**config.mk**
```make
export PLATFORM = sky130hd
export DESIGN_NAME = fws_poller
export DESIGN_NICKNAME = d
export VERILOG_FILES = /design/src/core/fws_pkg.sv /design/src/core/fws_poller.sv /design/src/core/fws_cycle.sv
export VERILOG_INCLUDE_DIRS = /design/src /design/src/core
export SDC_FILE = /design/constraint.sdc
export NUM_CORES = 1
export LEC_CHECK = 0
export BUFFER_PORTS_ARGS = -buffer_cell sky130_fd_sc_hd__buf_2
export CAP_MARGIN = 0
export CORE_ASPECT_RATIO = 1.5
export CORE_MARGIN = 2
export CORE_UTILIZATION = 52
export DETAILED_ROUTE_END_ITERATION = 8
export GPL_TIMING_DRIVEN = 0
export PLACE_DENSITY = 0.76
export SYNTH_ARGS = -nofsm -noshare
export SYNTH_HDL_FRONTEND = slang
export SYNTH_SLANG_ARGS = --single-unit
export TNS_END_PERCENT = 10
```
**constraint.sdc**
```tcl
create_clock -name clk -period 8.35 [get_ports clk]
set_input_delay 1.67 -clock clk [delete_from_list [all_inputs] [get_ports clk]]
set_output_delay 1.67 -clock clk [all_outputs]
set_load 0.02 [all_outputs]
```
**src/core/fws_regs.svh**
```systemverilog
// register offsets, field positions, reset values and timing counts for the status poller
// assumes inclusion by bare name from the poller modules
`ifndef FWS_REGS_SVH
`define FWS_REGS_SVH
// register byte offsets (one aligned 32-bit word each)
`define FWS_CTRL_OFS 8'h00
`define FWS_ADDR_OFS 8'h04
`define FWS_WDATA_OFS 8'h08
`define FWS_STAT_OFS 8'h0C
`define FWS_RDATA_OFS 8'h10
// control field positions
`define FWS_CTRL_GO 0
`define FWS_CTRL_OP_LO 1
`define FWS_CTRL_OP_HI 2
// status field positions
`define FWS_STAT_BUSY 0
`define FWS_STAT_DONE 1
`define FWS_STAT_FAIL 2
`define FWS_STAT_REJECT 3
`define FWS_STAT_WINDOW 4
`define FWS_STAT_RDY 5
// data bit positions on the flash bus
`define FWS_DQ_ESTOG 2
`define FWS_DQ_WIN 3
`define FWS_DQ_TLIM 5
`define FWS_DQ_PTOG 6
`define FWS_DQ_POLL 7
// reset values
`define FWS_CTRL_RST 32'h0000_0000
`define FWS_ADDR_RST 32'h0000_0000
// strobe timing: each bus phase lasts this long
`define FWS_PHASE_NS 80
`define FWS_CLK_MHZ 250
`define FWS_PHASE_CYC ((`FWS_PHASE_NS * `FWS_CLK_MHZ + 999) / 1000)
// the reset command data byte
`define FWS_RESET_CMD 8'hF0
`endif

```
**src/core/fws_pkg.sv**
```systemverilog
// types shared by the status poller modules
// assumes fws_regs.svh holds the numeric constants
package fws_pkg;
  // software operation codes
  typedef enum logic [1:0] {
    FWS_OP_READ = 2'b00,  // plain read
    FWS_OP_WRITE = 2'b01, // single bus write
    FWS_OP_POLL = 2'b10,  // toggle polling until done
    FWS_OP_ADDSEC = 2'b11 // added sector erase with window checks
  } fws_op_t;
  // one strobe-level bus cycle request
  typedef struct packed {
    logic wr;
    logic [21:0] addr;
    logic [7:0] data;
  } fws_cyc_t;
  // flash pin drive bundle
  typedef struct packed {
    logic selN;
    logic oeN;
    logic weN;
    logic [21:0] addr;
    logic [7:0] dqOut;
    logic dqOe;
  } fws_pins_t;
endpackage : fws_pkg

```
**src/core/fws_poller.sv**
```systemverilog
// host-side write status poller for a dual-bank async nor flash
// assumes an axi4-lite master on clk and flash pins outside this clock
// Contract
// - select or output strobe delimits each read
// - start polling with two consecutive full reads
// - steady toggle means done, next read array
// - toggling with time-limit: recheck, then reset command
// - resumed monitoring restarts with two fresh reads
// - after time-limit failure host writes reset
// - fast added sectors may skip window check
// - check window bit before and after adding
// - poll reads use a valid program/sector address
//
// The register offsets and register access over AXI4-Lite were chosen for this implementation.
`timescale 1ns/100ps
`include "fws_regs.svh"
module fws_poller
  import fws_pkg::*;
(
  // clock and reset
  input wire logic clk,
  input wire logic rst_b,
  // axi4-lite write address and data
  input wire logic [7:0] awaddr,
  input wire logic awvalid,
  output logic awready,
  input wire logic [31:0] wdata,
  input wire logic [3:0] wstrb,
  input wire logic wvalid,
  output logic wready,
  // axi4-lite write response
  output logic [1:0] bresp,
  output logic bvalid,
  input wire logic bready,
  // axi4-lite read
  input wire logic [7:0] araddr,
  input wire logic arvalid,
  output logic arready,
  output logic [31:0] rdata,
  output logic [1:0] rresp,
  output logic rvalid,
  input wire logic rready,
  // flash pins
  output logic flashSelN,
  output logic outputStrobeN,
  output logic writeStrobeN,
  output logic [21:0] flashAddr,
  input wire logic [7:0] dqIn,
  output logic [7:0] dqOut,
  output logic dqOe,
  input wire logic readyBusyN
);
  typedef enum logic [2:0] {
    FWS_IDLE = 3'b000,
    FWS_FIRST = 3'b001,  // first of the two opening reads
    FWS_SECOND = 3'b010, // compare read
    FWS_RECHECK = 3'b011,// recheck after time-limit seen
    FWS_RESET = 3'b100,  // reset command write
    FWS_WIN_PRE = 3'b101,// window check before adding
    FWS_ADD = 3'b110,    // added sector erase write
    FWS_WIN_POST = 3'b111// window check after adding
  } fws_st_t;
  // toggle bit FWS_DQ_PTOG (bit 6) of two status bytes, compared
  function automatic logic toggled(input logic [7:0] a, input logic [7:0] b);
    toggled = (a[`FWS_DQ_PTOG] != b[`FWS_DQ_PTOG]);
  endfunction
  logic rstS1_r, rstS2_r;           // reset release synchroniser
  logic [7:0] dqS1_r, dqS2_r;       // data pin synchroniser
  logic rbS1_r, rbS2_r;             // ready/busy synchroniser
  fws_st_t st_r;
  logic [31:0] ctrl_r;              // op code and go
  logic [21:0] addr_r;              // valid program or sector address
  logic [7:0] wdat_r;               // added-sector command byte
  logic busy_r, done_r, fail_r, reject_r, winPre_r;
  logic [7:0] prev_r;               // last status byte
  logic [7:0] arr_r;                // byte of the last compare, recheck or post-window read
  logic cycStart_r;
  fws_cyc_t cycReq_r;
  logic cycDone;
  logic [7:0] cycData;
  fws_pins_t pins;
  logic awHeld_r, wHeld_r;
  logic [7:0] awAddr_r;
  logic [31:0] wData_r;
  logic [3:0] wStrb_r;
  logic goPulse;
  ////////////////////////////////////////////////////////////////////
  // reset release and pin synchronisers
  always_ff @(posedge clk or negedge rst_b) begin
    if (!rst_b) begin
      rstS1_r <= 1'b0;
      rstS2_r <= 1'b0;
    end else begin
      rstS1_r <= 1'b1;
      rstS2_r <= rstS1_r;
    end
  end
  always_ff @(posedge clk or negedge rstS2_r) begin
    if (!rstS2_r) begin
      dqS1_r <= 8'h00;
      dqS2_r <= 8'h00;
      rbS1_r <= 1'b1;
      rbS2_r <= 1'b1;
    end else begin
      dqS1_r <= dqIn;
      dqS2_r <= dqS1_r;
      rbS1_r <= readyBusyN;
      rbS2_r <= rbS1_r;
    end
  end
  ////////////////////////////////////////////////////////////////////
  // axi4-lite write: address and data taken in either order
  assign goPulse = awHeld_r && wHeld_r && !bvalid && (awAddr_r == `FWS_CTRL_OFS)
    && wStrb_r[0] && wData_r[`FWS_CTRL_GO] && !busy_r;
  always_ff @(posedge clk or negedge rstS2_r) begin
    if (!rstS2_r) begin
      awHeld_r <= 1'b0;
      wHeld_r <= 1'b0;
      awAddr_r <= 8'h00;
      wData_r <= 32'h0000_0000;
      wStrb_r <= 4'h0;
      awready <= 1'b0;
      wready <= 1'b0;
      bvalid <= 1'b0;
      bresp <= 2'b00;
    end else begin
      awready <= !awHeld_r && !awready && !(awvalid && awready);
      wready <= !wHeld_r && !wready && !(wvalid && wready);
      if (awvalid && awready) begin
        awHeld_r <= 1'b1;
        awAddr_r <= awaddr;
        awready <= 1'b0;
      end
      if (wvalid && wready) begin
        wHeld_r <= 1'b1;
        wData_r <= wdata;
        wStrb_r <= wstrb;
        wready <= 1'b0;
      end
      if (awHeld_r && wHeld_r && !bvalid) begin
        bvalid <= 1'b1;
        // unmapped or read-only offsets answer slverr
        bresp <= (awAddr_r == `FWS_CTRL_OFS || awAddr_r == `FWS_ADDR_OFS
          || awAddr_r == `FWS_WDATA_OFS) ? 2'b00 : 2'b10;
      end
      if (bvalid && bready) begin
        bvalid <= 1'b0;
        awHeld_r <= 1'b0;
        wHeld_r <= 1'b0;
      end
    end
  end
  // control registers, writable only while idle
  always_ff @(posedge clk or negedge rstS2_r) begin
    if (!rstS2_r) begin
      ctrl_r <= `FWS_CTRL_RST;
      addr_r <= 22'h00_0000;
      wdat_r <= 8'h00;
    end else if (awHeld_r && wHeld_r && !bvalid && !busy_r && wStrb_r[0]) begin
      if (awAddr_r == `FWS_CTRL_OFS) ctrl_r <= wData_r;
      if (awAddr_r == `FWS_ADDR_OFS) addr_r <= wData_r[21:0];
      if (awAddr_r == `FWS_WDATA_OFS) wdat_r <= wData_r[7:0];
    end
  end
  ////////////////////////////////////////////////////////////////////
  // axi4-lite read
  always_ff @(posedge clk or negedge rstS2_r) begin
    if (!rstS2_r) begin
      arready <= 1'b0;
      rvalid <= 1'b0;
      rdata <= 32'h0000_0000;
      rresp <= 2'b00;
    end else begin
      arready <= !rvalid && !arready;
      if (arvalid && arready) begin
        arready <= 1'b0;
        rvalid <= 1'b1;
        rresp <= 2'b00;
        unique case (araddr)
          `FWS_CTRL_OFS: rdata <= ctrl_r;
          `FWS_ADDR_OFS: rdata <= {10'h000, addr_r};
          `FWS_WDATA_OFS: rdata <= {24'h00_0000, wdat_r};
          `FWS_STAT_OFS: rdata <= {26'h000_0000, rbS2_r, winPre_r, reject_r, fail_r,
            done_r, busy_r};
          `FWS_RDATA_OFS: rdata <= {24'h00_0000, arr_r};
          default: begin
            rdata <= 32'h0000_0000;
            rresp <= 2'b10; // unmapped
          end
        endcase
      end else if (rvalid && rready) begin
        rvalid <= 1'b0;
      end
    end
  end
  ////////////////////////////////////////////////////////////////////
  // polling state machine
  always_ff @(posedge clk or negedge rstS2_r) begin
    if (!rstS2_r) begin
      st_r <= FWS_IDLE;
      busy_r <= 1'b0;
      done_r <= 1'b0;
      fail_r <= 1'b0;
      reject_r <= 1'b0;
      winPre_r <= 1'b0;
      prev_r <= 8'h00;
      arr_r <= 8'h00;
      cycStart_r <= 1'b0;
      cycReq_r <= '0;
    end else begin
      cycStart_r <= 1'b0;
      unique case (st_r)
        FWS_IDLE: if (goPulse) begin
          busy_r <= 1'b1;
          done_r <= 1'b0;
          fail_r <= 1'b0;
          reject_r <= 1'b0;
          cycStart_r <= 1'b1;
          unique case (fws_op_t'(wData_r[`FWS_CTRL_OP_HI:`FWS_CTRL_OP_LO]))
            FWS_OP_READ: begin
              cycReq_r <= '{wr: 1'b0, addr: addr_r, data: 8'h00};
              st_r <= FWS_SECOND;
              prev_r <= 8'h00;
            end
            FWS_OP_WRITE: begin
              cycReq_r <= '{wr: 1'b1, addr: addr_r, data: wdat_r};
              st_r <= FWS_RESET; // plain write ends like a command write
            end
            FWS_OP_POLL: begin
              // a fresh poll always opens with two reads
              cycReq_r <= '{wr: 1'b0, addr: addr_r, data: 8'h00};
              st_r <= FWS_FIRST;
            end
            FWS_OP_ADDSEC: begin
              cycReq_r <= '{wr: 1'b0, addr: addr_r, data: 8'h00};
              st_r <= FWS_WIN_PRE;
            end
          endcase
        end
        FWS_FIRST: if (cycDone) begin
          prev_r <= cycData;
          cycStart_r <= 1'b1; // next select pulse is a new read
          st_r <= FWS_SECOND;
        end
        FWS_SECOND: if (cycDone) begin
          arr_r <= cycData;
          prev_r <= cycData;
          if (ctrl_r[`FWS_CTRL_OP_HI:`FWS_CTRL_OP_LO] == FWS_OP_READ) begin
            busy_r <= 1'b0;
            done_r <= 1'b1;
            st_r <= FWS_IDLE;
          end else if (!toggled(prev_r, cycData)) begin
            // steady toggle: operation finished
            busy_r <= 1'b0;
            done_r <= 1'b1;
            st_r <= FWS_IDLE;
          end else begin
            cycStart_r <= 1'b1;
            // time-limit seen: one more compare decides
            st_r <= cycData[`FWS_DQ_TLIM] ? FWS_RECHECK : FWS_SECOND;
          end
        end
        FWS_RECHECK: if (cycDone) begin
          arr_r <= cycData;
          if (!toggled(prev_r, cycData)) begin
            busy_r <= 1'b0;
            done_r <= 1'b1;
            st_r <= FWS_IDLE;
          end else begin
            fail_r <= 1'b1;
            cycReq_r <= '{wr: 1'b1, addr: addr_r, data: `FWS_RESET_CMD};
            cycStart_r <= 1'b1;
            st_r <= FWS_RESET;
          end
        end
        FWS_RESET: if (cycDone) begin
          busy_r <= 1'b0;
          done_r <= 1'b1;
          st_r <= FWS_IDLE;
        end
        FWS_WIN_PRE: if (cycDone) begin // window always read, no timing assumed
          winPre_r <= cycData[`FWS_DQ_WIN];
          if (cycData[`FWS_DQ_WIN]) begin
            // window already closed: the command would be ignored
            reject_r <= 1'b1;
            busy_r <= 1'b0;
            done_r <= 1'b1;
            st_r <= FWS_IDLE;
          end else begin
            cycReq_r <= '{wr: 1'b1, addr: addr_r, data: wdat_r};
            cycStart_r <= 1'b1;
            st_r <= FWS_ADD;
          end
        end
        FWS_ADD: if (cycDone) begin
          cycReq_r <= '{wr: 1'b0, addr: addr_r, data: 8'h00};
          cycStart_r <= 1'b1;
          st_r <= FWS_WIN_POST;
        end
        FWS_WIN_POST: if (cycDone) begin
          arr_r <= cycData;
          reject_r <= cycData[`FWS_DQ_WIN]; // high here: may be refused
          busy_r <= 1'b0;
          done_r <= 1'b1;
          st_r <= FWS_IDLE;
        end
      endcase
    end
  end
  ////////////////////////////////////////////////////////////////////
  // bus cycle engine
  fws_cycle uCycle (
    .clk(clk),
    .rstB(rstS2_r),
    .start(cycStart_r),
    .req(cycReq_r),
    .done(cycDone),
    .rdData(cycData),
    .dqIn(dqS2_r),
    .pins(pins)
  );
  // pins are already registered inside the engine
  assign flashSelN = pins.selN;
  assign outputStrobeN = pins.oeN;
  assign writeStrobeN = pins.weN;
  assign flashAddr = pins.addr;
  assign dqOut = pins.dqOut;
  assign dqOe = pins.dqOe;
endmodule // fws_poller

```
**src/core/fws_cycle.sv**
```systemverilog
// one asynchronous flash bus cycle: setup, strobe low, strobe high
// assumes synchronised read data arrives on dqIn
`timescale 1ns/100ps
`include "fws_regs.svh"
module fws_cycle
  import fws_pkg::*;
(
  // clock and reset
  input wire logic clk,
  input wire logic rstB,
  // request
  input wire logic start,
  input wire fws_cyc_t req,
  output logic done,
  output logic [7:0] rdData,
  // pins
  input wire logic [7:0] dqIn,
  output fws_pins_t pins
);
  localparam logic [7:0] PHASE = 8'(`FWS_PHASE_CYC);
  typedef enum logic [1:0] {
    FWS_C_IDLE = 2'b00,
    FWS_C_SETUP = 2'b01,
    FWS_C_STROBE = 2'b10,
    FWS_C_HOLD = 2'b11
  } fws_cst_t;
  fws_cst_t st_r;
  logic [7:0] cnt_r;
  fws_cyc_t cur_r;
  ////////////////////////////////////////////////////////////////////
  // phase sequencer; select is pulsed high between cycles so every
  // read is seen as a new one by the toggle logic
  always_ff @(posedge clk or negedge rstB) begin
    if (!rstB) begin
      st_r <= FWS_C_IDLE;
      cnt_r <= 8'h00;
      cur_r <= '0;
      done <= 1'b0;
      rdData <= 8'h00;
    end else begin
      done <= 1'b0;
      unique case (st_r)
        FWS_C_IDLE: if (start) begin
          cur_r <= req;
          cnt_r <= PHASE;
          st_r <= FWS_C_SETUP;
        end
        FWS_C_SETUP: if (cnt_r == 8'h01) begin
          cnt_r <= PHASE;
          st_r <= FWS_C_STROBE;
        end else begin
          cnt_r <= cnt_r - 8'h01;
        end
        FWS_C_STROBE: if (cnt_r == 8'h01) begin
          cnt_r <= PHASE;
          rdData <= dqIn; // sample before strobe rises
          st_r <= FWS_C_HOLD;
        end else begin
          cnt_r <= cnt_r - 8'h01;
        end
        FWS_C_HOLD: if (cnt_r == 8'h01) begin
          done <= 1'b1;
          st_r <= FWS_C_IDLE;
        end else begin
          cnt_r <= cnt_r - 8'h01;
        end
      endcase
    end
  end
  ////////////////////////////////////////////////////////////////////
  // pin drive, registered
  always_ff @(posedge clk or negedge rstB) begin
    if (!rstB) begin
      pins <= '{selN: 1'b1, oeN: 1'b1, weN: 1'b1, addr: '0, dqOut: '0, dqOe: 1'b0};
    end else begin
      pins.addr <= cur_r.addr;
      pins.dqOut <= cur_r.data;
      pins.selN <= !((st_r == FWS_C_SETUP) || (st_r == FWS_C_STROBE));
      pins.oeN <= !((st_r == FWS_C_STROBE) && !cur_r.wr);
      pins.weN <= !((st_r == FWS_C_STROBE) && cur_r.wr);
      pins.dqOe <= cur_r.wr && (st_r != FWS_C_IDLE);
    end
  end
endmodule // fws_cycle

```
**Word level (Yosys, flattened, before mapping)**

Cells that the tools add are included.

- Word-level logic and storage cells: 246
- Output and inout bits: 75
- Register bits after elaboration: 305
- Bits of input ports: 68

- Reductions and logical operators: 76
- $add $sub $neg: 1
- Multiplexer cells: 83
- Equal/unequal tests: 39

Operator list:

| cell | number |
|---|---|
| 31-bit 2-to-1 mux | 6 |
| 32-bit case mux with 5 select lines | 1 |
| 31-bit case mux with 4 select lines | 1 |
| 31-bit case mux with 2 select lines | 1 |
| 1-bit 2-to-1 mux | 41 |
| 3-bit 2-to-1 mux | 9 |
| 2-bit by 1-bit inequality test with 1-bit output (second input constant) | 13 |
| 8-bit by 4-bit equality test with 1-bit output (second input constant) | 3 |
| 8-bit 2-to-1 mux | 3 |
| 8-bit case mux with 3 select lines | 1 |
| 1-bit logical AND | 21 |
| 7-bit 2-to-1 mux | 3 |
| 3-bit case mux with 7 select lines | 1 |
| 7-bit AND reduction | 3 |
| 8-bit by 3-bit equality test with 1-bit output (second input constant) | 2 |
| 8-bit logical NOT | 2 |
| 2-bit 2-to-1 mux | 8 |
| 2-bit AND reduction | 8 |
| 1-bit case mux with 5 select lines | 3 |
| 1-bit logical NOT | 14 |
| 7-bit case mux with 2 select lines | 1 |
| 2-bit nonzero test | 7 |
| 3-bit equality test (second input constant) | 4 |
| 3-bit case mux with 4 select lines | 1 |
| 23 further kinds | 42 |

**Logic depth before layout (Yosys ltp)**

Gate-level depths: netlist of run 1.

- Depth after elaboration: 8
- Mapped depth: 7
- Mapped depth without buffers: 6

**Cells and area by module**

From an unflattened synthesis of run 1, not the netlist that was laid out.

- Cell total of the unflattened synthesis: 910
- Area, all modules: 11,599.9 um^2

By module, submodules not included:

| module | instances | area each (um^2) | cells an instance | seq. area each (um^2) |
|---|---|---|---|---|
| fws_poller | 1 | 8,605.8 | 717 | 5,332.6 |
| fws_cycle | 1 | 2,994.1 | 193 | 2,105.8 |

**Worst setup path before layout of run 1**

Ideal clock, no wire load.

- Path kind: input port to flip-flop
- Start point: in araddr[1]
- End point: reg rdata[12]
- Data required time: 8.267 ns
- Data arrival time: 3.341 ns
- Slack: 4.926 ns
- Path buffers: 1
- Library setup time: 0.083 ns
- Stages: 5
- Path through: or4_4 > nor4_1 > buf_2 > a22oi_1 > o21ai_0

- Cells in the longest elaborated chain, start to end: 2
- Elaborated cells on any way between the ends: 6
- Those cells by class: 4 x eq/ne; 1 x mux; 1 x reduce/logical

Ends and longest elaborated chain:

| element | RTL line | text |
|---|---|---|
| from (decl) | fws_poller.sv:36 | `input wire logic [7:0] araddr,` |
| 8-bit by 5-bit equality test with 1-bit output, or another cell as far along | fws_poller.sv:179 | `unique case (araddr)` |
| 32-bit case mux with 5 select lines (*) | fws_poller.sv:179 |  |
| to (signal assigned) | fws_poller.sv:180 | `` `FWS_CTRL_OFS: rdata <= ctrl_r; `` |
| to (signal assigned) | fws_poller.sv:181 | `` `FWS_ADDR_OFS: rdata <= {10'h000, addr_r}; `` |
| to (signal assigned) | fws_poller.sv:182 | `` `FWS_WDATA_OFS: rdata <= {24'h00_0000, wdat_r}; `` |
| to (decl) | fws_poller.sv:39 | `output logic [31:0] rdata,` |

Mark *: on every way between the ends. The rest lies on a longest branch, timed or not.
A chain may end at the register's enable or synchronous reset.

**Final worst setup path of run 1**

- Start point: in araddr[1]
- End point: reg rdata[18]

Same word-level chain as after synthesis.

==> impl_metrics.ini, run 1 <==
[global_route]
overflow = 0
grt_antenna_before_repair = 0
grt_max_degree = 74
grt_pass1_wl_um = 38580
grt_pass1_vias = 7371
grtUsageTotal = 0.2050

[cells_and_area]
finalCoreUtilization = 0.6222
antenna_cells = 0
regArea_um2 = 7442
layout-drive-gt1-share = 0.3682
nets = 1086
area.growth.synth_to_final_pct = 17.18
nFillCells = 1704
multiInputGateArea_um2 = 3839
final_cell_mix = dfrtp_1, mux2_2, buf_2
final_cells = 1304
mostFrequentLayoutCell = dfrtp_1

[detailed_routing]
drt_iter0_drc = 338
wirelength_um = 23960
drt-pass1-iter-count = 7
num_vias = 7166
detail-route-antenna-nets = 0
drc = 0
wl_per_cell_um = 18.37
vias_per_cell = 5.495

[critical_path]
crit_top_cell = buf_2
reg2reg_slack_ns = 5.56
worstPathRequired_ns = 8.79
worstPathCellList = buf_2, or4_4, nor4_1, buf_2, a22oi_1, o21ai_0
r2r_end = cycReq_r[28]
worstSetupPathDepth = 6
critPathLaunchType = primary input
path_class = in2reg
r2r_cells = 5
path_delay_family = simple AND/OR/NAND/NOR gates
worst_r2r_startpoint = awAddr_r[2]
critPathCaptureType = register
critPathBufInv = 2
cp-endpoint = rdata[18]
cp.arrival_ns = 4.17
cp_slowest_cell = nor4_1
cp-startpoint = araddr[1]
cpPeakStageDelay_ns = 1.06
cp_max_fo = 10

[timing]
worst_slack_ns = 4.623
post-route-min-period_ns = 3.727
setup_tns_ns = 0
tightest_slew_ns = 1.295
hold_violations = 0
fmax_mhz = 268.3
final.setup_skew_ns = 0.01250
finalCritPeriodShare = 0.4464
final_max_slew_viol_count = 0
rsz0062_at_grt = false
setup_viol = 0
slew_headroom = 0.1286

[hold_path]
hp-class = reg2async

[logic_synthesis]
synth_cell_type_count = 61
postSynth.asyncResetShare = 1.000
synth_top_flop_cell = dfrtp_1
yosysWarningCount = 0
synth_edf_count = 0
syn_area_um2 = 11530
syn-instance-count = 841
avgSynthCellArea_um2 = 13.71
ys_seq_area_frac = 0.6450
ys_ff_latch = 297

[cts]
h-tree-depth = 1
cts-root-buf = clkbuf_16
ctsResizeCount = 0
cts_setup_buffers = 0
cts_tree = done
ctsHoldBuffers = 0
cts_sinks = 297
clk-insertion-delay-late_ns = 0.53
cts_buffers = 27
cts_buffer_depth = 3
clk_pin_slew_worst_paths_ns = 0.06

[floorplan]
ios = 143
die_y_um = 186.4
start_util = 0.5310
coreArea_um2 = 21720
die-area_um2 = 23410
die-width_um = 125.6
rows = 66

[run]
max_cap_violations = 0

[placement]
dp_cells = 1255
place_congestion = 0.8196
dpl.hpwl_um = 17040
port_buffers = 137
preCtsSetupSlack_ns = 4.180

[status]
status = completed

[power]
powerDensity_nw_per_um2 = 240.3
cellLeakagePower_nw = 6.647
vdd_drop_max_v = 0.0001642
## worst register-to-register path, stage by stage (launching register included)
cell	delay (ns)
dfrtp_1	0.44
or4b_2	0.70
nor4_2	0.49
o22ai_1	0.39
buf_2	0.33
mux2_1	0.33
## layer usage
metal | routed length [µm] | part of all wire | global-route usage | vias to the layer above
met5 | 0 | 0 | 0 | -
met3 | 1097 | 0.046 | 0.03068 | 48
li1 | - | - | - | 3312
met1 | 9411 | 0.39 | 0.2489 | 3605
met4 | 912 | 0.038 | 0.08291 | 0
met2 | 12540 | 0.52 | 0.3647 | 201
## synthesized netlist by cell type (2+ instances only)
master,n,share of area
nor2b_1,4,0.0022
or3_1,6,0.0033
a211oi_1,2,0.0013
buf_1,6,0.0020
o221ai_1,6,0.0046
conb_1,2,0.00065
o32ai_1,2,0.0015
o21ai_1,2,0.00087
o22ai_1,2,0.0011
nand3_1,3,0.0013
buf_4,3,0.0020
or2_2,2,0.0011
nand2b_1,9,0.0049
dfrtp_1,292,0.63
or4_4,2,0.0020
mux2_2,159,0.16
clkbuf_1,22,0.0072
buf_2,9,0.0039
o21ai_0,56,0.024
inv_1,23,0.0075
o2bb2ai_1,3,0.0023
nor3_1,11,0.0048
o21a_1,9,0.0059
a221oi_1,2,0.0015
ha_1,6,0.0065
a22oi_1,28,0.018
nand2_1,62,0.020
mux2_4,8,0.010
mux2i_1,14,0.012
o22a_1,2,0.0015
mux2_1,3,0.0029
dfstp_2,5,0.011
a21o_1,2,0.0013
or3b_2,2,0.0015
a21oi_1,17,0.0074
nor2_1,21,0.0068
and2_1,3,0.0016
a21boi_0,2,0.0013
o31a_1,2,0.0015
o211ai_1,6,0.0039
## worst min path at each step
stage / startpoint / to / slack (ns)
after global placement: dqS1_r[4] / dqS2_r[4] / 0.33
after CTS: dqS1_r[0] / dqS2_r[0] / 0.35
after detailed placement: dqS1_r[3] / dqS2_r[3] / 0.34
after global routing: dqS1_r[3] / dqS2_r[3] / 0.36
after floorplan: rstS1_r / rstS2_r / 0.33
final: rstS2_r / wData_r[26] / 0.34
## power breakdown
group          internal, mW  switching, mW  total, mW
clock                 0.662          0.516       1.18
combinational         0.170          0.192      0.362
sequential             1.58          0.125       1.71
## sequential cells by signal, summed over array words and instances (netlist names), 8 cells and up
register / cells
addr_r: 22
arr_r: 8
awAddr_r: 8
ctrl_r: 32
cycReq_r: 31
dqS1_r: 8
dqS2_r: 8
rdata: 32
uCycle.cnt_r: 8
uCycle.cur_r: 31
uCycle.pins: 34
uCycle.rdData: 8
wData_r: 32
wdat_r: 8
## stage by stage
stage          cell area (µm²)  hold WS, ns  power, mW
2_1_floorplan            11540       0.3311      1.941
3_3_place_gp             12560       0.3348      2.076
3_5_place_dp             12670       0.3379      2.102
4_1_cts                  13510       0.3496      3.280
5_1_grt                  13510       0.3569      3.384
6_report                 13510       0.3408      3.248
## cells by family (layout without fill, tap and decap cells)
family	count (synthesis)	count (layout)	synth area share
compound gates	151	151	0.08452
xor+xnor	2	2	0.001519
fa+ha+maj	6	6	0.006510
buf+inv	63	253	0.02246
flops	297	297	0.6450
mux	184	184	0.1808
other cells	2	3	0.0006512
simple gates	136	136	0.05859
## area by class of cell
cell class | instances | area share
sequential | 297 | 0.5507
buffer | 40 | 0.01278
clock buffer | 37 | 0.05574
clock inverter | 12 | 0.006759
tap | 272 | 0.02519
multi-input combinational | 482 | 0.2841
inverter | 23 | 0.006389
timing repair buffer | 141 | 0.05833
(Power assumes the default switching activity.)
==> run 2: changes to the inputs <==
==> constraint.sdc (replaced) <==
create_clock -name clk -period 3.21 [get_ports clk]
set_input_delay 0.642 -clock clk [delete_from_list [all_inputs] [get_ports clk]]
set_output_delay 0.642 -clock clk [all_outputs]
set_load 0.02 [all_outputs]
==> impl_metrics.ini, run 2 (synthesis gave the netlist of run 1 again) <==
[timing]
slew_headroom = 0.1603
tightest_slew_ns = 1.248
final.setup_skew_ns = 0.008363
setup_viol = 0
final_max_slew_viol_count = 0
fmax_mhz = 369.6
rsz0062_at_grt = false
hold_ws_ns = 0.2171
hold_violations = 0
finalCritPeriodShare = 0.8429
worst_slack_ns = 0.5044
post-route-min-period_ns = 2.706

[placement]
port_buffers = 137
preCtsSetupSlack_ns = 0.09537
dp_cells = 1255
postPlaceCellArea_um2 = 12680
dpl.hpwl_um = 17040
place_congestion = 0.8063

[cells_and_area]
mostFrequentLayoutCell = dfrtp_1
multiInputGateArea_um2 = 3839
nets = 1086
layout-drive-gt1-share = 0.3637
final_cells = 1304
final_cell_mix = dfrtp_1, mux2_2, buf_2
nFillCells = 1720
regArea_um2 = 7442
area.growth.synth_to_final_pct = 17.44
largest_reg_flops = 34
fin_area_um2 = 13540
largest-register = uCycle.pins

[power]
powerDensity_nw_per_um2 = 625.6
vdd_drop_max_v = 0.0004322
cellLeakagePower_nw = 6.652

[run]
max_cap_violations = 0

[detailed_routing]
vias_per_cell = 5.446
drc = 0
wl_met2_um = 12090
wl_met1_um = 9464
top_layer = met4
wl_per_cell_um = 17.97
drt-pass1-iter-count = 4
wirelength_um = 23430
drt_iter0_drc = 321
num_vias = 7102
routed-wl-met3_um = 1135
detail-route-antenna-nets = 0

[critical_path]
path_class = reg2reg
cpPeakStageDelay_ns = 0.55
critPathBufInv = 1
reg2reg_slack_ns = 0.50
cp_max_fo = 10
critPathLaunchType = register
cp.arrival_ns = 3.11
worstPathRequired_ns = 3.61
worstPathCellList = or4_4, or3_4, nor3_1, buf_2, mux2_2
cp_slowest_cell = or4_4
critPathCaptureType = register
path_delay_family = simple AND/OR/NAND/NOR gates

[cts]
h-tree-depth = 1
clk_pin_slew_worst_paths_ns = 0.06
cts_tree = done
cts_buffers = 26
cts-root-buf = clkbuf_16
cts_buffer_depth = 3
clk-insertion-delay-late_ns = 0.52
cts_sinks = 297

[global_route]
grt_antenna_before_repair = 1
grt_pass1_vias = 7357
grt_pass1_wl_um = 38690
grtUsageTotal = 0.2042
grt_max_degree = 74
overflow = 0

[floorplan]
die-width_um = 125.6
ios = 143
rows = 66
die-area_um2 = 23410
die_y_um = 186.4
start_util = 0.5310
coreArea_um2 = 21720

[hold_path]
hp-class = in2reg

[status]
status = completed
## run 2: routing by layer
metal  vias to the layer above  global-route usage
met5                         -                   0
met4                         0             0.06795
met3                        43             0.03096
met2                       185              0.3559
met1                      3544              0.2616
li1                       3330                   -
## run 2: worst paths after layout
kind | start | endpoint | cells after the start
min in group asynchronous | rstS2_r | wData_r[27] | 0
min reg2reg | dqS1_r[2] | dqS2_r[2] | 0
max | awAddr_r[1] | addr_r[20] | 5
max in group asynchronous | rstS2_r | rbS2_r | 2
min | readyBusyN | rbS1_r | 1
max reg2reg | awAddr_r[1] | addr_r[20] | 5
## run 2: final cells by class
cell class,count,area share
diodes,1,0.0001848
inverters,23,0.006375
well taps,272,0.02513
multi-input cells,482,0.2834
clock inverters,4,0.003603
repair buffers,142,0.05950
flip-flops and latches,297,0.5495
clock buffers,43,0.05950
plain buffers,40,0.01275
## run 2: report_power, final
group          internal, mW  switching, mW  total (mW)
clock network          1.79           1.31        3.10
logic                 0.445          0.491       0.936
registers              4.12          0.316        4.43
total                  6.35           2.12        8.47
## run 2: timing repair
action	in CTS	in global routing
hold buffers	1	0
endpoints found under the hold margin	2	0
buffers inserted	0	0
gates resized for setup	0	0
## run 2: worst register-to-register path: cells and delay by family (launching register included)
kind	cells	cell delay [ns]
buffers and inverters	1	0.40
DFF	1	0.38
muxes	1	0.37
and+or+nand+nor	3	1.44
## run 2: through the flow
stage | total power [mW] | TNS [ns] | util
floorplan | 5.047 | 0 | -
global route | 8.843 | 0 | 0.6235
CTS | 8.553 | 0 | 0.6235
detailed placement | 5.455 | 0 | 0.5837
finish | 8.472 | 0 | 0.6236
global placement | 5.386 | -196.77 | 0.5786
